==> config.mk <==
export PLATFORM = sky130hd
export DESIGN_NAME = line_codec_config_commands
export DESIGN_NICKNAME = d
export VERILOG_FILES = /design/src/codec_cfg_pkg.sv /design/src/pin_sync.sv /design/src/pcm_launch.sv /design/src/line_codec_config_commands.sv
export SDC_FILE = /design/constraint.sdc
export NUM_CORES = 1
export LEC_CHECK = 0
export CAP_MARGIN = 20
export CORE_MARGIN = 2
export CORE_UTILIZATION = 55
export CTS_BUF_LIST = sky130_fd_sc_hd__clkbuf_4 sky130_fd_sc_hd__clkbuf_8
export CTS_CLUSTER_SIZE = 40
export DETAILED_ROUTE_END_ITERATION = 8
export DONT_BUFFER_PORTS = 1
export GPL_TIMING_DRIVEN = 0
export PLACE_DENSITY = 0.7
export SLEW_MARGIN = 20
export SYNTH_ARGS = -nofsm -noshare
export SYNTH_HDL_FRONTEND = slang
export SYNTH_SLANG_ARGS = --single-unit
==> constraint.sdc <==
create_clock -name REF_CLK -period 6.7 [get_ports REF_CLK]
set_input_delay 0 -clock REF_CLK [delete_from_list [all_inputs] [get_ports REF_CLK]]
set_output_delay 0 -clock REF_CLK [all_outputs]
set_load 0.03 [all_outputs]
==> src/codec_cfg_pkg.sv <==
// Purpose: Constants for the per-channel line codec configuration block
// Assumes: Commands arrive already framed as command byte plus data byte
// Notes: Rising-edge launch is legal only once the PCM delay is removed
// Notes on behaviour
// 42h writes receive highway and time slot
// 43h reads receive highway and slot
// 44h stores clock slots and edge bit
// Edge bit picks PCM launch clock edge
// Edge bit is shared by both channels
// Host sets rising edge only with delay removed
// Reserved bits written zero, read undefined
// 45h reads clock slots and edge bit
// 50h stores delay, gains, impedance code
// Gain and loss selects give 6.02 dB
// Impedance gain is 0.0625 times code minus 16
// Code 10000 loopback, 00000 cuts network
// PCM clock limited to 4.096 MHz then
// 51h reads delay, gains and impedance code
// 52h latches pin outputs, driven when output
// 53h reads live pin levels
// 54h sets each pin direction, default input
// Host sets unused pins as outputs
// 55h reads power flag, activity, directions
// Activity bit is zero in standby
// 60h selects balance mode and companding law
// 60h bits 5..2 enable four filters
// Bits 1..0 enable impedance and balance filters
// Every setting kept per channel, except edge
package codec_cfg_pkg;
  localparam logic [7:0] CMD_WR_RX_SLOT = 8'h42;
  localparam logic [7:0] CMD_RD_RX_SLOT = 8'h43;
  localparam logic [7:0] CMD_WR_CLK_SLOT = 8'h44;
  localparam logic [7:0] CMD_RD_CLK_SLOT = 8'h45;
  localparam logic [7:0] CMD_WR_DELAY_GAIN = 8'h50;
  localparam logic [7:0] CMD_RD_DELAY_GAIN = 8'h51;
  localparam logic [7:0] CMD_WR_PIN_LATCH = 8'h52;
  localparam logic [7:0] CMD_RD_PIN_LEVELS = 8'h53;
  localparam logic [7:0] CMD_WR_PIN_DIR = 8'h54;
  localparam logic [7:0] CMD_RD_DIR_STATUS = 8'h55;
  localparam logic [7:0] CMD_WR_OP_FUNC = 8'h60;
  localparam logic [7:0] CMD_RD_OP_FUNC = 8'h61;
  localparam logic [7:0] CMD_SOFT_RESET = 8'h02;
  localparam logic [7:0] CMD_DEACTIVATE = 8'h00;
  localparam logic [7:0] CMD_ACTIVATE = 8'h0E;
  localparam int NUM_CHANNELS = 2;
  localparam int NUM_LINE_PINS = 5;
  localparam int EDGE_BIT = 6;
  localparam int RX_SLOT_LSB = 3;
  localparam int TX_SLOT_LSB = 0;
  localparam int SLOT_W = 3;
  localparam int DELAY_BIT = 7;
  localparam int TX_GAIN_BIT = 6;
  localparam int RX_LOSS_BIT = 5;
  localparam int IMP_W = 5;
  localparam int POWER_FLAG_BIT = 7;
  localparam int ACTIVITY_BIT = 6;
  localparam int ADAPTIVE_BIT = 7;
  localparam int LAW_BIT = 6;
  localparam int RX_GAIN_EN_BIT = 5;
  localparam int TX_GAIN_EN_BIT = 4;
  localparam int TX_EQ_EN_BIT = 3;
  localparam int RX_EQ_EN_BIT = 2;
  localparam int IMP_EN_BIT = 1;
  localparam int BAL_EN_BIT = 0;
  localparam logic [7:0] BYTE_RESET = 8'h00;
  localparam logic [4:0] IMP_CODE_LOOPBACK = 5'h10;
  localparam logic [4:0] IMP_CODE_CUTOFF = 5'h00;
  localparam logic [5:0] IMP_OFFSET = 6'h10;
  typedef enum logic [1:0] {IMP_GAIN, IMP_LOOPBACK, IMP_CUT} imp_mode_t;
endpackage

==> src/pin_sync.sv <==
`timescale 1ns/1ps
// Purpose: Two-flop synchroniser for the line-control pin inputs
// Assumes: Pin levels are asynchronous to REF_CLK
// Notes: First stage feeds only the second
module pin_sync #(
  parameter int WIDTH = 5
) (
  input wire logic clk,
  input wire logic rst,
  input wire logic [WIDTH-1:0] async_in,
  output logic [WIDTH-1:0] sync_out
);
  logic [WIDTH-1:0] meta_reg;
  always_ff @(posedge clk or posedge rst) begin
    if (rst) begin
      meta_reg <= '0;
      sync_out <= '0;
    end else begin
      meta_reg <= async_in;
      sync_out <= meta_reg;
    end
  end
endmodule

==> src/pcm_launch.sv <==
`timescale 1ns/1ps
// Purpose: Picks the PCM clock edge on which transmit data launches
// Assumes: PCM clock sampled on REF_CLK after synchronising
// Notes: Edges are seen two REF_CLK cycles late
module pcm_launch (
  input wire logic clk,
  input wire logic rst,
  input wire logic pcm_clk_in,
  input wire logic rising_sel,
  output logic launch
);
  logic meta_reg;
  logic sync_reg;
  logic prev_reg;
  always_ff @(posedge clk or posedge rst) begin
    if (rst) begin
      meta_reg <= 1'b0;
      sync_reg <= 1'b0;
      prev_reg <= 1'b0;
    end else begin
      meta_reg <= pcm_clk_in;
      sync_reg <= meta_reg;
      prev_reg <= sync_reg;
    end
  end
  // edge choice
  assign launch = rising_sel ? (sync_reg & ~prev_reg) : (~sync_reg & prev_reg);
endmodule

==> src/line_codec_config_commands.sv <==
`timescale 1ns/1ps
// Purpose: Per-channel configuration and status behind the host command port
// Assumes: One command per strobe, data byte alongside; reads answer next cycle
// Notes: Pin outputs are driven with low-active enables
module line_codec_config_commands (
  input wire logic REF_CLK,
  input wire logic RST,
  input wire logic CMD_VALID,
  input wire logic CMD_CHANNEL,
  input wire logic [7:0] CMD_CODE,
  input wire logic [7:0] CMD_WDATA,
  output logic [7:0] CMD_RDATA,
  output logic CMD_RVALID,
  input wire logic POWER_LOSS_EVENT,
  input wire logic [codec_cfg_pkg::NUM_LINE_PINS-1:0] LINE_PIN_CH0_IN,
  output logic [codec_cfg_pkg::NUM_LINE_PINS-1:0] LINE_PIN_CH0_OUT,
  output logic [codec_cfg_pkg::NUM_LINE_PINS-1:0] LINE_PIN_CH0_OE_N,
  input wire logic [codec_cfg_pkg::NUM_LINE_PINS-1:0] LINE_PIN_CH1_IN,
  output logic [codec_cfg_pkg::NUM_LINE_PINS-1:0] LINE_PIN_CH1_OUT,
  output logic [codec_cfg_pkg::NUM_LINE_PINS-1:0] LINE_PIN_CH1_OE_N,
  input wire logic PCM_CLK,
  output logic PCM_TX_LAUNCH,
  output logic TRANSMIT_EDGE_SELECT,
  output logic [1:0] CHANNEL_ACTIVE,
  output logic [1:0] DELAY_REMOVED,
  output logic [1:0] TX_GAIN_6DB,
  output logic [1:0] RX_LOSS_6DB,
  output logic [11:0] IMP_GAIN_CH0,
  output logic [11:0] IMP_GAIN_CH1,
  output logic [1:0] IMP_LOOPBACK,
  output logic [1:0] IMP_CUTOFF,
  output logic [1:0] ADAPTIVE_ACTIVE,
  output logic [7:0] OP_FUNC_CH0,
  output logic [7:0] OP_FUNC_CH1,
  output logic [7:0] RX_SLOT_CH0,
  output logic [7:0] RX_SLOT_CH1
);
  import codec_cfg_pkg::*;

  logic [7:0] rx_slot_reg [NUM_CHANNELS];
  logic [RX_SLOT_LSB+SLOT_W-1:0] clk_slot_reg [NUM_CHANNELS];
  logic transmit_edge_select_reg;
  logic [7:0] delay_gain_reg [NUM_CHANNELS];
  logic [NUM_LINE_PINS-1:0] pin_latch_reg [NUM_CHANNELS];
  logic [NUM_LINE_PINS-1:0] pin_dir_reg [NUM_CHANNELS];
  logic [7:0] op_func_reg [NUM_CHANNELS];
  logic power_flag_reg [NUM_CHANNELS];
  logic active_reg [NUM_CHANNELS];
  logic [NUM_LINE_PINS-1:0] pin_level [NUM_CHANNELS];
  logic [7:0] rdata_next;
  logic rd_hit;
  logic [1:0] power_sync_reg;

  pin_sync #(.WIDTH(NUM_LINE_PINS)) u_sync0 (
    .clk(REF_CLK),
    .rst(RST),
    .async_in(LINE_PIN_CH0_IN),
    .sync_out(pin_level[0])
  );
  pin_sync #(.WIDTH(NUM_LINE_PINS)) u_sync1 (
    .clk(REF_CLK),
    .rst(RST),
    .async_in(LINE_PIN_CH1_IN),
    .sync_out(pin_level[1])
  );

  // Power event is asynchronous: two stages, then only the second is read
  always_ff @(posedge REF_CLK or posedge RST) begin
    if (RST) begin
      power_sync_reg <= '0;
    end else begin
      power_sync_reg <= {power_sync_reg[0], POWER_LOSS_EVENT};
    end
  end

  // shared edge bit
  always_ff @(posedge REF_CLK or posedge RST) begin
    if (RST) begin
      transmit_edge_select_reg <= 1'b0;
    end else if (CMD_VALID && CMD_CODE == CMD_WR_CLK_SLOT) begin
      transmit_edge_select_reg <= CMD_WDATA[EDGE_BIT];
    end
  end

  genvar ch;
  generate
    for (ch = 0; ch < NUM_CHANNELS; ch = ch + 1) begin : g_chan
      logic sel;
      logic soft_rst;
      assign sel = CMD_VALID && (CMD_CHANNEL == 1'(ch));
      assign soft_rst = sel && CMD_CODE == CMD_SOFT_RESET;

      // per-channel copies
      // receive slot write
      always_ff @(posedge REF_CLK or posedge RST) begin
        if (RST) begin
          rx_slot_reg[ch] <= BYTE_RESET;
        end else if (sel && CMD_CODE == CMD_WR_RX_SLOT) begin
          rx_slot_reg[ch] <= CMD_WDATA;
        end
      end

      // clock slot write
      always_ff @(posedge REF_CLK or posedge RST) begin
        if (RST) begin
          clk_slot_reg[ch] <= '0;
        end else if (sel && CMD_CODE == CMD_WR_CLK_SLOT) begin
          clk_slot_reg[ch] <= CMD_WDATA[RX_SLOT_LSB+SLOT_W-1:TX_SLOT_LSB];
        end
      end

      // delay gain code write; soft reset clears gains and code
      always_ff @(posedge REF_CLK or posedge RST) begin
        if (RST) begin
          delay_gain_reg[ch] <= BYTE_RESET;
        end else if (sel && CMD_CODE == CMD_WR_DELAY_GAIN) begin
          delay_gain_reg[ch] <= CMD_WDATA;
        end else if (soft_rst) begin
          delay_gain_reg[ch] <= {delay_gain_reg[ch][DELAY_BIT], 7'h00};
        end
      end

      // output latch write
      always_ff @(posedge REF_CLK or posedge RST) begin
        if (RST) begin
          pin_latch_reg[ch] <= '0;
        end else if (sel && CMD_CODE == CMD_WR_PIN_LATCH) begin
          pin_latch_reg[ch] <= CMD_WDATA[NUM_LINE_PINS-1:0];
        end
      end

      // direction write, soft reset returns to inputs
      always_ff @(posedge REF_CLK or posedge RST) begin
        if (RST) begin
          pin_dir_reg[ch] <= '0;
        end else if (sel && CMD_CODE == CMD_WR_PIN_DIR) begin
          pin_dir_reg[ch] <= CMD_WDATA[NUM_LINE_PINS-1:0];
        end else if (soft_rst) begin
          pin_dir_reg[ch] <= '0;
        end
      end

      // mode and law; R22: filter enables; R23: balance enables
      always_ff @(posedge REF_CLK or posedge RST) begin
        if (RST) begin
          op_func_reg[ch] <= BYTE_RESET;
        end else if (sel && CMD_CODE == CMD_WR_OP_FUNC) begin
          op_func_reg[ch] <= CMD_WDATA;
        end else if (soft_rst) begin
          op_func_reg[ch] <= BYTE_RESET;
        end
      end

      // sticky flag, event wins over the clearing reset
      always_ff @(posedge REF_CLK or posedge RST) begin
        if (RST) begin
          power_flag_reg[ch] <= 1'b1;
        end else if (power_sync_reg[1]) begin
          power_flag_reg[ch] <= 1'b1;
        end else if (soft_rst) begin
          power_flag_reg[ch] <= 1'b0;
        end
      end

      // activity state
      always_ff @(posedge REF_CLK or posedge RST) begin
        if (RST) begin
          active_reg[ch] <= 1'b0;
        end else if (sel && CMD_CODE == CMD_ACTIVATE) begin
          active_reg[ch] <= 1'b1;
        end else if (soft_rst || (sel && CMD_CODE == CMD_DEACTIVATE)) begin
          active_reg[ch] <= 1'b0;
        end
      end

      // gain and loss selects
      assign TX_GAIN_6DB[ch] = delay_gain_reg[ch][TX_GAIN_BIT];
      assign RX_LOSS_6DB[ch] = delay_gain_reg[ch][RX_LOSS_BIT];
      assign DELAY_REMOVED[ch] = delay_gain_reg[ch][DELAY_BIT];
      assign CHANNEL_ACTIVE[ch] = active_reg[ch];
      // special codes
      assign IMP_LOOPBACK[ch] = delay_gain_reg[ch][IMP_W-1:0] == IMP_CODE_LOOPBACK;
      assign IMP_CUTOFF[ch] = delay_gain_reg[ch][IMP_W-1:0] == IMP_CODE_CUTOFF;
      // adaptive only with balance filter on
      assign ADAPTIVE_ACTIVE[ch] = op_func_reg[ch][ADAPTIVE_BIT] & op_func_reg[ch][BAL_EN_BIT];
    end
  endgenerate

  // signed code minus 16, in sixteenths; 4 fraction bits
  logic signed [5:0] imp_diff0;
  logic signed [5:0] imp_diff1;
  assign imp_diff0 = signed'({1'b0, delay_gain_reg[0][IMP_W-1:0]} - IMP_OFFSET);
  assign imp_diff1 = signed'({1'b0, delay_gain_reg[1][IMP_W-1:0]} - IMP_OFFSET);
  // cutoff code is zero gain, not minus one
  assign IMP_GAIN_CH0 = IMP_CUTOFF[0] ? '0 : {{6{imp_diff0[5]}}, imp_diff0};
  assign IMP_GAIN_CH1 = IMP_CUTOFF[1] ? '0 : {{6{imp_diff1[5]}}, imp_diff1};

  // drive only while output
  assign LINE_PIN_CH0_OUT = pin_latch_reg[0];
  assign LINE_PIN_CH1_OUT = pin_latch_reg[1];
  assign LINE_PIN_CH0_OE_N = ~pin_dir_reg[0];
  assign LINE_PIN_CH1_OE_N = ~pin_dir_reg[1];

  assign TRANSMIT_EDGE_SELECT = transmit_edge_select_reg;
  assign OP_FUNC_CH0 = op_func_reg[0];
  assign OP_FUNC_CH1 = op_func_reg[1];
  assign RX_SLOT_CH0 = rx_slot_reg[0];
  assign RX_SLOT_CH1 = rx_slot_reg[1];

  // launch edge follows shared select
  pcm_launch u_launch (
    .clk(REF_CLK),
    .rst(RST),
    .pcm_clk_in(PCM_CLK),
    .rising_sel(transmit_edge_select_reg),
    .launch(PCM_TX_LAUNCH)
  );

  // read mux, reserved bits zero
  always_comb begin
    rdata_next = BYTE_RESET;
    rd_hit = 1'b1;
    case (CMD_CODE)
      // receive slot read
      CMD_RD_RX_SLOT: rdata_next = rx_slot_reg[CMD_CHANNEL];
      // clock slot read
      CMD_RD_CLK_SLOT: rdata_next = {1'b0, transmit_edge_select_reg, clk_slot_reg[CMD_CHANNEL]};
      // delay gain read
      CMD_RD_DELAY_GAIN: rdata_next = delay_gain_reg[CMD_CHANNEL];
      // live pin levels
      CMD_RD_PIN_LEVELS: rdata_next = {3'h0, pin_level[CMD_CHANNEL]};
      // status and directions
      CMD_RD_DIR_STATUS: rdata_next = {power_flag_reg[CMD_CHANNEL], active_reg[CMD_CHANNEL],
                                       1'b0, pin_dir_reg[CMD_CHANNEL]};
      CMD_RD_OP_FUNC: rdata_next = op_func_reg[CMD_CHANNEL];
      default: rd_hit = 1'b0;
    endcase
  end

  always_ff @(posedge REF_CLK or posedge RST) begin
    if (RST) begin
      CMD_RDATA <= BYTE_RESET;
      CMD_RVALID <= 1'b0;
    end else begin
      CMD_RVALID <= CMD_VALID && rd_hit;
      if (CMD_VALID && rd_hit) begin
        CMD_RDATA <= rdata_next;
      end
    end
  end

  // either channel writes one edge bit
  a_edge_shared: assert property (@(posedge REF_CLK) disable iff (RST)
    CMD_VALID && CMD_CODE == CMD_WR_CLK_SLOT |=>
    TRANSMIT_EDGE_SELECT == $past(CMD_WDATA[EDGE_BIT]))
    else $error("edge select not updated");
  // slot read answers next cycle
  a_read_latency: assert property (@(posedge REF_CLK) disable iff (RST)
    CMD_VALID && CMD_CODE == CMD_RD_RX_SLOT |=> CMD_RVALID &&
    CMD_RDATA == ($past(CMD_CHANNEL) ? $past(RX_SLOT_CH1) : $past(RX_SLOT_CH0)))
    else $error("receive slot read wrong");
  // direction sets enables
  a_pin_drive: assert property (@(posedge REF_CLK) disable iff (RST)
    CMD_VALID && !CMD_CHANNEL && CMD_CODE == CMD_WR_PIN_DIR |=>
    LINE_PIN_CH0_OE_N == ~$past(CMD_WDATA[NUM_LINE_PINS-1:0]))
    else $error("pin direction not applied");
  // soft reset frees pins
  a_soft_dir: assert property (@(posedge REF_CLK) disable iff (RST)
    CMD_VALID && !CMD_CHANNEL && CMD_CODE == CMD_SOFT_RESET |=> LINE_PIN_CH0_OE_N == '1)
    else $error("soft reset left outputs");
  // event sets both flags
  a_flag_sticky: assert property (@(posedge REF_CLK) disable iff (RST)
    power_sync_reg[1] |=> power_flag_reg[0] && power_flag_reg[1])
    else $error("power flag lost");
  // adaptive needs balance filter
  a_adapt_gate: assert property (@(posedge REF_CLK) disable iff (RST)
    !op_func_reg[0][BAL_EN_BIT] |-> !ADAPTIVE_ACTIVE[0])
    else $error("adaptive without balance");
  // loopback code has no gain
  a_loop_code: assert property (@(posedge REF_CLK) disable iff (RST)
    IMP_LOOPBACK[0] |-> IMP_GAIN_CH0 == '0)
    else $error("loopback code gain wrong");
  // activate sets activity
  a_active_cmd: assert property (@(posedge REF_CLK) disable iff (RST)
    CMD_VALID && CMD_CHANNEL && CMD_CODE == CMD_ACTIVATE |=> CHANNEL_ACTIVE[1] ##1 CHANNEL_ACTIVE[1]
      || $past(CMD_VALID))
    else $error("activate not taken");
  // cutoff code gives zero gain
  a_cut_gain: assert property (@(posedge REF_CLK) disable iff (RST)
    IMP_CUTOFF[0] |-> IMP_GAIN_CH0 == '0)
    else $error("cutoff code gain wrong");
  // latch write reaches outputs
  a_latch_out: assert property (@(posedge REF_CLK) disable iff (RST)
    CMD_VALID && !CMD_CHANNEL && CMD_CODE == CMD_WR_PIN_LATCH |=>
    LINE_PIN_CH0_OUT == $past(CMD_WDATA[NUM_LINE_PINS-1:0]))
    else $error("pin latch not applied");
  // status read shows activity
  a_status_read: assert property (@(posedge REF_CLK) disable iff (RST)
    CMD_VALID && CMD_CHANNEL && CMD_CODE == CMD_RD_DIR_STATUS |=>
    CMD_RVALID && CMD_RDATA[ACTIVITY_BIT] == $past(CHANNEL_ACTIVE[1]))
    else $error("activity bit read wrong");
  // soft reset clears gains, keeps delay
  a_soft_gains: assert property (@(posedge REF_CLK) disable iff (RST)
    CMD_VALID && !CMD_CHANNEL && CMD_CODE == CMD_SOFT_RESET |=> !TX_GAIN_6DB[0] &&
    !RX_LOSS_6DB[0] && IMP_CUTOFF[0] && DELAY_REMOVED[0] == $past(DELAY_REMOVED[0]))
    else $error("soft reset gains wrong");
  // enables stored as written
  a_op_write: assert property (@(posedge REF_CLK) disable iff (RST)
    CMD_VALID && CMD_CHANNEL && CMD_CODE == CMD_WR_OP_FUNC |=> OP_FUNC_CH1 == $past(CMD_WDATA))
    else $error("operating functions not stored");
  // edge bit reads back
  a_clk_rd_edge: assert property (@(posedge REF_CLK) disable iff (RST)
    CMD_VALID && CMD_CODE == CMD_RD_CLK_SLOT |=> CMD_RDATA[EDGE_BIT] == $past(TRANSMIT_EDGE_SELECT))
    else $error("edge bit read wrong");
  // soft reset clears flag
  a_flag_clear: assert property (@(posedge REF_CLK) disable iff (RST)
    CMD_VALID && !CMD_CHANNEL && CMD_CODE == CMD_SOFT_RESET && !power_sync_reg[1] |=>
    !power_flag_reg[0])
    else $error("power flag not cleared");
  // slot write stored
  a_rx_slot_wr: assert property (@(posedge REF_CLK) disable iff (RST)
    CMD_VALID && CMD_CHANNEL && CMD_CODE == CMD_WR_RX_SLOT |=> RX_SLOT_CH1 == $past(CMD_WDATA))
    else $error("receive slot not stored");
  // directions read back
  a_dir_read: assert property (@(posedge REF_CLK) disable iff (RST)
    CMD_VALID && !CMD_CHANNEL && CMD_CODE == CMD_RD_DIR_STATUS |=>
    CMD_RDATA[NUM_LINE_PINS-1:0] == ~$past(LINE_PIN_CH0_OE_N))
    else $error("direction read wrong");
endmodule

## Word-level counts from Yosys, hierarchy flattened

Index checks and enable logic that the tools add are counted.

| word-level totals | value |
|---|---|
| output and inout port bits | 101 |
| logic and storage cells | 145 |
| flip-flop bits (word level) | 119 |
| input port bits | 32 |

| cells by class | value |
|---|---|
| bitwise gates (word level) | 10 |
| $lt $le $gt $ge | 1 |
| reduce and logical (&&, ||, !) cells | 38 |
| multiplexer cells | 49 |
| equality and inequality tests | 16 |
| $add $sub $neg | 2 |

Operator list:

| operator | number |
|---|---|
| $mux 8 | 15 |
| $eq 8x7->1 const B | 12 |
| $mux 5 | 10 |
| $pmux 8 s6 | 1 |
| $mux 12 | 2 |
| $logic_and 1x1->1 | 22 |
| $reduce_bool 2->1 | 10 |
| $mux 6 | 3 |
| $mux 1 | 16 |
| $mux 7 | 2 |
| $sub 5x5->6 const B | 2 |
| $eq 5x5->1 const B | 2 |
| $logic_not 5->1 | 2 |
| $not 5->5 | 2 |
| $eq 8x2->1 const B | 1 |
| $eq 8x4->1 const B | 1 |
| $logic_not 8->1 | 1 |
| $reduce_or 6->1 | 1 |
| $and 1x1->1 | 4 |
| $not 1->1 | 3 |
| $ge 2x2->1 const B | 1 |
| $logic_or 1x1->1 | 2 |
| $not 1->2 | 1 |

## Longest topological paths before layout

Gate-level depths: netlist of run 1.

| logic depth | value |
|---|---|
| word-level depth | 6 |
| depth in mapped cells | 7 |
| gate-level depth less buffers | 5 |

## By module

Synthesis of run 1 repeated with hierarchy kept, for this count alone.

| second synthesis, totals | value |
|---|---|
| cells, all modules | 434 |
| area total of the unflattened synthesis | 5381.4 um^2 |

By module, submodules not included:

| module | instances | area each (um^2) | cells an instance | seq. area each (um^2) |
|---|---|---|---|---|
| line_codec_config_commands | 1 | 4772.1 | 405 | 2404.8 |
| pin_sync | 2 | 254.0 | 11 | 250.2 |
| pcm_launch | 1 | 101.3 | 7 | 75.1 |

## Worst setup path before layout of run 1

No wires, ideal clock.

| timing | value |
|---|---|
| path kind | input to register |
| start | in CMD_CHANNEL |
| end | reg CMD_RDATA[3] |
| buffers on the path | 1 |
| stages | 5 |
| setup time | 0.125 ns |
| path slack | 5.223 ns |
| required time | 6.575 ns |
| arrival time | 1.352 ns |
| cell sequence | clkbuf_1 mux2i_1 o22ai_1 or3_1 mux2_4 |

| on the way | value |
|---|---|
| cells in the longest elaborated chain, start to end | 5 |
| elaborated cells between the ends (all ways) | 20 |
| those cells by class | mux: 19; bitwise: 1 |

RTL lines:

| element | RTL line | RTL |
|---|---|---|
| from (decl) | line_codec_config_commands.sv:9 | `input wire logic CMD_CHANNEL,` |
| $not 1->2 (not written as such) * | - |  |
| $mux 8 (not written as such), or another cell as far along (3 in a row) | line_codec_config_commands.sv:235 | `CMD_RD_OP_FUNC: rdata_next = op_func_reg[CMD_CHANNEL];` |
| $pmux 8 s6 * | line_codec_config_commands.sv:223 | `case (CMD_CODE)` |
| to (signal assigned) | line_codec_config_commands.sv:247 | `CMD_RDATA <= rdata_next;` |
| to (decl) | line_codec_config_commands.sv:12 | `output logic [7:0] CMD_RDATA,` |

Every way passes the cells marked *; elsewhere a longest branch is shown, timed or not. The select of a mux whose other input is x is not followed.
A chain may end at the register's enable or synchronous reset.

## Final worst setup path of run 1

| timing | value |
|---|---|
| start | in CMD_CODE[7] |
| end | reg clk_slot_reg[7] (netlist bit) |

| on the way | value |
|---|---|
| cells in the longest elaborated chain, start to end | 2 |

RTL lines:

| element | RTL line | RTL |
|---|---|---|
| from (decl) | line_codec_config_commands.sv:10 | `input wire logic [7:0] CMD_CODE,` |
| $eq 8x7->1 | line_codec_config_commands.sv:107 | `end else if (sel && CMD_CODE == CMD_WR_CLK_SLOT) begin` |
| $logic_and 1x1->1 | line_codec_config_commands.sv:107 |  |
| to (signal, indexed assignment) | line_codec_config_commands.sv:108 | `clk_slot_reg[ch] <= CMD_WDATA[RX_SLOT_LSB+SLOT_W-1:TX_SLOT_LSB];` |
| to (decl) | line_codec_config_commands.sv:41 | `logic [RX_SLOT_LSB+SLOT_W-1:0] clk_slot_reg [NUM_CHANNELS];` |

Every way passes these cells.

==> results of run 1 <==
## cell usage in the layout (no fill, tap or decap), types with 2 or more instances in the layout
cell and count:
inv_6 3, buf_4 20, nor2_1 14, o22ai_1 18, bufinv_16 2, clkinvlp_4 4
o31ai_1 11, or4_1 3, buf_6 2, o21ai_0 33, nand4_1 2, nor4_1 3
buf_2 7, o21bai_1 2, nor2b_1 4, dfrtp_1 117, dlygate4sd3_1 30, dfstp_2 2
and4bb_2 2, mux2i_1 42, and2_1 7, and3_1 4, nand2_1 86, or3_1 7
nand3_1 9, nor4b_2 2, mux2_4 7, clkinv_2 3, clkbuf_8 20, clkbuf_1 23
inv_1 13, nand2b_1 2, a21oi_1 5, mux2_2 39
## stage by stage
stage	instances	setup WS [ps]	power (mW)	hold slack, ps
after CTS	691	4420	1.60	3.87
after global routing	691	4330	1.65	55.2
after global placement	629	2390	0.933	31.5
after detailed placement	630	4900	0.939	-123
final	691	4390	1.60	20.3
after floorplan	496	3550	0.909	31.4
## logic make-up after synthesis
family / synth area share (%)
multiplexers: 17.7
AO/OA/AOI/OAI: 7.47
AND/OR/NAND/NOR: 14.0
buffers and inverters: 6.34
flip-flops: 54.5
## cell type report
| cell class | count | area share (%) |
|---|---|---|
| clock inverters | 11 | 1.93 |
| plain buffers | 52 | 4.62 |
| clock buffers | 20 | 4.33 |
| well taps | 133 | 2.62 |
| repair buffers | 31 | 5.15 |
| multi-input cells | 311 | 33.6 |
| flip-flops and latches | 119 | 46.9 |
| inverters | 14 | 0.905 |
## routing by layer
metal | global-route usage [%] | vias to the layer above | wire (µm) | part of all wire (%)
li1 | - | 1794 | - | -
met3 | 8.75 | 28 | 1140 | 7.9
met5 | 0 | - | 0 | 0
met2 | 45.2 | 190 | 7200 | 50
met4 | 9.94 | 0 | 259 | 1.8
met1 | 34.3 | 2013 | 5770 | 40
## worst max-delay path by stage
stage                      startpoint             endpoint  slack [ps]  cells after the start
after global routing      CMD_CODE[7]      clk_slot_reg[7]        4330                      6
final                     CMD_CODE[7]      clk_slot_reg[7]        4390                      6
after floorplan                   RST    CHANNEL_ACTIVE[0]        3550                      1
after CTS                 CMD_CODE[7]      clk_slot_reg[7]        4420                      6
after detailed placement  CMD_CODE[3]       OP_FUNC_CH1[7]        4900                      6
after global placement            RST  LINE_PIN_CH0_OUT[2]        2390                      1
## worst register-to-register path: stages (launching register included)
cell and delay (ps):
dfrtp_1 510, mux2i_1 200, o22ai_1 160, or3_1 350, mux2_4 260
## timing repair
action                                 CTS  global route
endpoints found under the hold margin  166             0
hold buffers                            30             0
setup buffers                            0             0
setup endpoints to repair                0             0
## power by group through the flow
stage / Clock [mW] / Sequential [mW] / Combinational [mW]
floorplan: 0 / 0.788 / 0.120
global placement: 0 / 0.793 / 0.140
detailed placement: 0 / 0.795 / 0.144
CTS: 0.659 / 0.781 / 0.161
global route: 0.691 / 0.784 / 0.172
finish: 0.654 / 0.781 / 0.161
==> impl_metrics.env, run 1 <==
export IMPL_tightest_slew_ps=907
export IMPL_multi_input_area_um2=2140
export IMPL_critPathBufInv=2
export IMPL_viasPerCell=5.82
export IMPL_rsz0062_at_grt="no"
export IMPL_cts_sinks=119
export IMPL_rrSetupSlack_ps=5100
export IMPL_final_core_utilization_pct=65.4
export IMPL_largest_reg_flops=12
export IMPL_synth_nets=528
export IMPL_drt_iter0_drc=278
export IMPL_clk_pin_slew_ps=70
export IMPL_core_area_um2=9730
export IMPL_area_growth_pct=16.4
export IMPL_p_leak_nw=3.02
export IMPL_grt_max_degree=84
export IMPL_synth_area_top_cells="dfrtp_1, mux2_2, mux2i_1, nand2_1, o21ai_0"
export IMPL_cts_root_buf="clkbuf_8"
export IMPL_portBuffers=0
export IMPL_synth_cell_types=37
export IMPL_synth_area_um2=5460
export IMPL_tns_ps=0
export IMPL_place_gp_congestion=0.930
export IMPL_path_max_fanout=8
export IMPL_p_int_mw=1.16
export IMPL_io_pins=133
export IMPL_whs_path_depth=5
export IMPL_power_switching_uw=439
export IMPL_min_to="OP_FUNC_CH0[4]"
export IMPL_register_area_um2=2980
export IMPL_die_w_um=104
export IMPL_die_area_um2=10700
export IMPL_avgSynthCellArea_um2=11.0
export IMPL_r2r_cells=4
export IMPL_drive_above_1_share_pct=21.1
export IMPL_synth_edf_count=0
export IMPL_critPathMaxStageDelay_ps=650
export IMPL_die_h_um=104
export IMPL_clockPowerShare_pct=41.0
export IMPL_finalClockSkew_ps=11.2
export IMPL_ys_flop_type="dfrtp_1"
export IMPL_critPathTopFamily="buffers and inverters"
export IMPL_holdCritPathClass="in2reg"
export IMPL_ys_ff_latch=119
export IMPL_insertion_delay_ps=440
export IMPL_wl_um=14400
export IMPL_power_frac_seq_pct=48.9
export IMPL_fmax_mhz=433
export IMPL_power_density_nw_per_um2=251
export IMPL_grt_usage_pct=27.5
export IMPL_cp_data_required_time_ps=7020
export IMPL_r2r_end="CMD_RDATA[4]"
export IMPL_synth_top_cell_by_area="dfrtp_1"
export IMPL_worstPathCellList="dlygate4sd3_1 > nor4b_4 > dlygate4sd3_1 > nand3_1 > nor2_2 > mux2_2"
export IMPL_vias=4025
export IMPL_final_max_slew_viol_count=0
export IMPL_endpoint_kind="flop"
export IMPL_grt_pass1_wl_um=22200
export IMPL_post_route_min_period_ps=2310
export IMPL_slew_limit_headroom_pct=38.9
export IMPL_grt_antenna_before_repair=0
export IMPL_critPathArrivalTime_ps=2630
export IMPL_cts_resized=0
export IMPL_status="finished clean"
export IMPL_grt_pass1_vias=4008
export IMPL_yosysSeqAreaShare_pct=54.5
export IMPL_hold_start="CMD_CODE[2]"
export IMPL_num_rows=36
export IMPL_vdd_drop_max_v=0.000207
export IMPL_clk_path_buf_depth=2
export IMPL_crit_path_start_kind="input pin"
export IMPL_start_util_pct=56.2
export IMPL_htreeDepth=4
export IMPL_synth_most_common_cell="dfrtp_1"
export IMPL_yosys_warnings=0
export IMPL_power_share_switching_pct=27.5
export IMPL_synthCells=496
export IMPL_cts_tree="done"
export IMPL_synthArstFlopShare_pct=100
export IMPL_finalSetupViolations=0
export IMPL_synth_common_cells="dfrtp_1, nand2_1, mux2i_1"
export IMPL_cts_buffers=17
export IMPL_critPathMostFrequentCell="dlygate4sd3_1"
export IMPL_wl_per_cell_um=20.8
export IMPL_stdcell_area_um2=6360
export IMPL_cpMaxStageDelayCell="dlygate4sd3_1"
export IMPL_hold_viol_final=0
export IMPL_antenna_cells=0
export IMPL_overflow=0
export IMPL_fin_crit_sh_pct=34.4
export IMPL_ant_nets=0
export IMPL_nNetsFinal=578
export IMPL_placed_area_um2=5660
export IMPL_worstSetupPathType="in2reg"
export IMPL_post_dp_hpwl_um=9830
export IMPL_first_pass_iters=5
export IMPL_maxCapViolCount=0
export IMPL_p_comb_share_pct=10.1
export IMPL_drc_errors=0
export IMPL_synth_top_area_share_pct=53.6
export IMPL_r2r_start="OP_FUNC_CH1[4]"
export IMPL_num_fill_cells=802
Note: power is estimated with default switching activity, not from simulation.
==> inputs of run 2 (changes only) <==
- PLACE_DENSITY: 0.7 -> 0.73
- clock period: 6.7 -> 2 ns (I/O delays scaled with it)
==> run 2 against run 1 <==
Sequential power grew to 3.3 times the previous value. Die area did not move. Sequential cell count is the same. Clock skew rose by 3.1 ps. Register-to-register slack worse by 4700 ps. Critical endpoint is now IMP_CUTOFF[0]. Largest power group unchanged.
==> impl_metrics.env, run 2 (synthesized netlist as in run 1, its figures left out) <==
export IMPL_status="finished clean"
export IMPL_clockPowerShare_pct=41.7
export IMPL_grt_max_degree=36
export IMPL_tns_ps=0
export IMPL_die_h_um=104
export IMPL_fmax_mhz=512
export IMPL_grt_usage_pct=27.8
export IMPL_viasPerCell=5.90
export IMPL_fin_crit_sh_pct=97.7
export IMPL_finalPower_mw=5.43
export IMPL_grt_antenna_before_repair=1
export IMPL_slew_limit_headroom_pct=38.9
export IMPL_grt_pass1_vias=4129
export IMPL_cpMaxStageDelayCell="nor2b_1"
export IMPL_rsz0062_at_grt="yes"
export IMPL_portBuffers=0
export IMPL_critPathArrivalTime_ps=1950
export IMPL_die_w_um=104
export IMPL_final_max_slew_viol_count=0
export IMPL_critPathBufInv=0
export IMPL_clk_pin_slew_ps=90
export IMPL_start_util_pct=56.2
export IMPL_htreeDepth=4
export IMPL_final_core_utilization_pct=65.9
export IMPL_finalSetupViolations=0
export IMPL_critPathMaxStageDelay_ps=550
export IMPL_wl_um=14500
export IMPL_rrSetupSlack_ps=370
export IMPL_worstSetupPathType="reg2out"
export IMPL_place_gp_congestion=0.956
export IMPL_insertion_delay_ps=440
export IMPL_layout_common_cells="dfrtp_1, nand2_1, mux2i_1, mux2_2, o21ai_0"
export IMPL_finalClockSkew_ps=14.3
export IMPL_drive_above_1_share_pct=22.3
export IMPL_core_area_um2=9730
export IMPL_largest_reg_flops=12
export IMPL_drt_iter0_drc=248
export IMPL_r2r_start="delay_gain_reg[0]"
export IMPL_crit_start="delay_gain_reg[8]"
export IMPL_num_fill_cells=776
export IMPL_vdd_drop_max_v=0.000653
export IMPL_crit_path_start_kind="flop"
export IMPL_path_max_fanout=4
export IMPL_p_leak_nw=3.03
export IMPL_drc_errors=0
export IMPL_tightest_slew_ps=907
export IMPL_nNetsFinal=579
export IMPL_cts_sinks=119
export IMPL_r2r_cells=4
export IMPL_whs_path_depth=3
export IMPL_overflow=0
export IMPL_fin_ws_ps=45.8
export IMPL_p_comb_share_pct=10.1
export IMPL_preCtsSetupSlack_ps=157
export IMPL_hold_viol_final=0
export IMPL_r2r_end="CMD_RDATA[0]"
export IMPL_holdCritPathClass="in2reg"
export IMPL_grt_pass1_wl_um=22800
export IMPL_ant_nets=0
export IMPL_vias=4098
export IMPL_p_int_mw=3.85
export IMPL_maxCapViolCount=0
export IMPL_cp_data_required_time_ps=2000
export IMPL_cts_buffers=17
export IMPL_worstPathCellList="nor4_1 > nor2b_1"
export IMPL_power_switching_mw=1.58
export IMPL_critPathTopFamily="simple AND/OR/NAND/NOR gates"
export IMPL_power_density_nw_per_um2=847
export IMPL_register_area_um2=2980
export IMPL_multi_input_area_um2=2150
export IMPL_io_pins=133
export IMPL_endpoint_kind="output port"
export IMPL_power_share_switching_pct=29.0
export IMPL_area_growth_pct=17.3
export IMPL_cts_tree="done"
export IMPL_cts_root_buf="clkbuf_8"
export IMPL_post_dp_hpwl_um=10000
export IMPL_post_route_min_period_ps=1950
export IMPL_num_rows=36
export IMPL_fin_cells=694
export IMPL_final_common_cell="dfrtp_1"
export IMPL_first_pass_iters=5
export IMPL_wl_per_cell_um=21.0
export IMPL_dp_cells=632
export IMPL_die_area_um2=10700
export IMPL_clk_path_buf_depth=2
export IMPL_hold_start="CMD_WDATA[4]"
export IMPL_min_to="delay_gain_reg[12]"
export IMPL_power_frac_seq_pct=48.2
==> run 2: per-stage QoR <==
| stage | hold slack (ps) | area (µm²) |
|---|---|---|
| floorplan | 31.4 | 5470 |
| global placement | 31.5 | 5630 |
| detailed placement | -77.3 | 5690 |
| CTS | 21.3 | 6390 |
| global route | 49.1 | 6410 |
| finish | 37.8 | 6410 |
==> run 2: final cells by class <==
type / count / share of cell area (%)
flip-flops and latches: 119 / 46.5
inverters: 14 / 0.878
plain buffers: 52 / 4.61
clock buffers: 18 / 3.86
clock inverters: 14 / 2.54
repair buffers: 32 / 5.47
diodes: 1 / 0.0390
well taps: 133 / 2.60
multi-input cells: 311 / 33.5
==> run 2: worst max-delay path by stage <==
stage,cells after the start,slack [ps],to
CTS,3,5,IMP_GAIN_CH1[8]
global placement,1,20,delay_gain_reg[12]
finish,2,50,IMP_CUTOFF[0]
detailed placement,6,160,OP_FUNC_CH1[4]
global route,2,-40,IMP_CUTOFF[0]
floorplan,5,520,CMD_RDATA[3]
==> run 2: power groups by stage <==
stage	combinational, mW	sequential (mW)	clock, mW
after floorplan	0.403	2.64	0
after global placement	0.466	2.66	0
after detailed placement	0.492	2.66	0
after CTS	0.551	2.62	2.28
after global routing	0.588	2.62	2.40
final	0.550	2.61	2.26
==> run 2: worst reg2reg max path, stage by stage, from the launching register on <==
cell and delay [ps]:
dfrtp_1 430, mux2i_1 280, o22ai_1 180, or3_1 360
mux2_4 260
==> run 2: layer usage <==
metal	GRT usage [%]	vias to the layer above	wire, µm
met5	0	-	0
met4	11.7	0	408
met3	7.74	40	1240
met2	45.5	210	7150
met1	35.1	2038	5740
li1	-	1810	-
==> run 2: what timing repair did <==
| item | 4_1_cts | 5_1_grt |
|---|---|---|
| buffers inserted | 0 | 0 |
| endpoints found under the setup margin | 0 | 25 |
| resized for setup | 0 | 5 |
| hold buffers | 29 | 0 |
| hold endpoints to repair | 132 | 0 |
==> inputs of run 3 (changes only) <==
- CORE_UTILIZATION: 55 -> 56
- PLACE_DENSITY: 0.73 -> 0.74
==> run 3 against run 2 <==
Final cell count up 0.86%. Via count grew 0.93%. Clock skew shrank 6.2 ps. Highest routed layer unchanged. Wire length increased by 5.3%.
==> impl_metrics.env, run 3 (synthesized netlist as in run 1, its figures left out) <==
export IMPL_vias=4136
export IMPL_stdcell_area_um2=6520
export IMPL_fmax_mhz=504
export IMPL_drc_errors=0
export IMPL_endpoint_kind="flop"
export IMPL_ant_nets=0
export IMPL_maxCapViolCount=0
export IMPL_holdCritPathClass="in2reg"
export IMPL_cpMaxStageDelayCell="dlygate4sd3_1"
export IMPL_drive_above_1_share_pct=22.2
export IMPL_final_common_cell="dfrtp_1"
export IMPL_antenna_cells=0
export IMPL_rrSetupSlack_ps=400
export IMPL_placed_area_um2=5720
export IMPL_critPathMostFrequentCell="dlygate4sd3_1"
export IMPL_grt_usage_pct=29.8
export IMPL_die_area_um2=10600
export IMPL_crit_path_start_kind="input pin"
export IMPL_finalSetupViolations=0
export IMPL_layout_common_cells="dfrtp_1, nand2_1, mux2i_1, mux2_2, dlygate4sd3_1"
export IMPL_clk_pin_slew_ps=80
export IMPL_vdd_drop_max_v=0.000618
export IMPL_slew_limit_headroom_pct=38.7
export IMPL_die_w_um=103
export IMPL_power_density_nw_per_um2=857
export IMPL_num_rows=36
export IMPL_p_leak_nw=3.09
export IMPL_core_area_um2=9640
export IMPL_clk_path_buf_depth=2
export IMPL_grt_pass1_wl_um=22900
export IMPL_grt_pass1_vias=4164
export IMPL_dp_cells=633
export IMPL_place_gp_congestion=0.917
export IMPL_post_dp_hpwl_um=10300
export IMPL_nNetsFinal=586
export IMPL_num_fill_cells=756
export IMPL_critPathTopFamily="buffers and inverters"
export IMPL_finalClockSkew_ps=8.15
export IMPL_io_pins=133
export IMPL_cts_tree="done"
export IMPL_fin_cells=700
export IMPL_cp_depth=6
export IMPL_start_util_pct=56.7
export IMPL_status="finished clean"
export IMPL_insertion_delay_ps=440
export IMPL_cts_root_buf="clkbuf_8"
export IMPL_cts_buffers=17
export IMPL_critPathBufInv=2
export IMPL_grt_antenna_before_repair=0
export IMPL_portBuffers=0
export IMPL_post_route_min_period_ps=1980
export IMPL_critPathMaxStageDelay_ps=570
export IMPL_viasPerCell=5.91
export IMPL_cp_data_required_time_ps=2330
export IMPL_largest_reg_flops=12
export IMPL_holdWs_ps=26.4
export IMPL_hold_viol_final=0
export IMPL_path_max_fanout=5
export IMPL_grt_max_degree=33
export IMPL_overflow=0
export IMPL_drt_iter0_drc=281
export IMPL_worstSetupPathType="in2reg"
export IMPL_critPathArrivalTime_ps=2310
export IMPL_cts_sinks=119
export IMPL_worstPathCellList="dlygate4sd3_1 > or4_4 > or4_1 > dlygate4sd3_1 > a21oi_1 > nor2_1"
export IMPL_area_growth_pct=19.2
export IMPL_htreeDepth=4
export IMPL_final_max_slew_viol_count=0
export IMPL_fin_crit_sh_pct=99.1
export IMPL_wl_per_cell_um=21.9
export IMPL_first_pass_iters=5
export IMPL_whs_path_depth=4
export IMPL_die_h_um=103
export IMPL_finalPower_mw=5.58
export IMPL_wl_um=15300
export IMPL_r2r_cells=4
export IMPL_tightest_slew_ps=911
[run 3: final cells by class]
| class | instances | area (µm²) | area share [%] |
|---|---|---|---|
| well taps | 133 | 166 | 2.55 |
| clock buffers | 18 | 248 | 3.80 |
| flip-flops and latches | 119 | 2980 | 45.7 |
| repair buffers | 39 | 438 | 6.72 |
| multi-input cells | 311 | 2150 | 33.0 |
| clock inverters | 14 | 184 | 2.82 |
| plain buffers | 52 | 294 | 4.51 |
| inverters | 14 | 56.3 | 0.864 |
[run 3: final timing paths]
kind,end,start
max,CHANNEL_ACTIVE[1],CMD_CODE[4]
min,pin_dir_reg[9],CMD_CODE[2]
max reg2reg,CMD_RDATA[4],OP_FUNC_CH1[4]
min reg2reg,u_sync0.sync_out[3],u_sync0.meta_reg[3]
max in group asynchronous,u_sync0.meta_reg[4],RST
min in group asynchronous,RX_SLOT_CH1[0],RST
[run 3: report_power, final]
part           internal, mW  switching [mW]  leakage, nW
logic                 0.198           0.369         1.33
registers              2.49           0.123         1.54
clock network          1.30            1.10        0.217
total                  3.99            1.59         3.09
[run 3: repair_timing]
| action | CTS | global route |
|---|---|---|
| buffers inserted | 0 | 0 |
| setup endpoints to repair | 0 | 15 |
| hold buffers | 33 | 2 |
| hold endpoints to repair | 166 | 1 |
| resized for setup | 0 | 4 |
[run 3: metal layers]
metal	routed length, µm	up-vias	GRT usage [%]
met1	5930	2039	38.3
met3	1380	32	7.05
met2	7540	256	48.8
met4	444	0	13.1
li1	-	1809	-
met5	0	-	0
[run 3: worst min-delay path: stages]
cell and delay [ps]:
nor4b_2 50, nand2_1 80, nor2_1 60, o31ai_1 230
[run 3: per-stage QoR]
step | utilization (%) | setup TNS [ps] | setup slack (ps)
2_1_floorplan | - | 0 | 523
3_3_place_gp | 58.5 | 0 | 6.09
3_5_place_dp | 59.4 | 0 | 126
4_1_cts | 67.3 | 0 | 21.2
5_1_grt | 67.6 | -2.98 | -2.98
6_report | 67.6 | 0 | 17.8
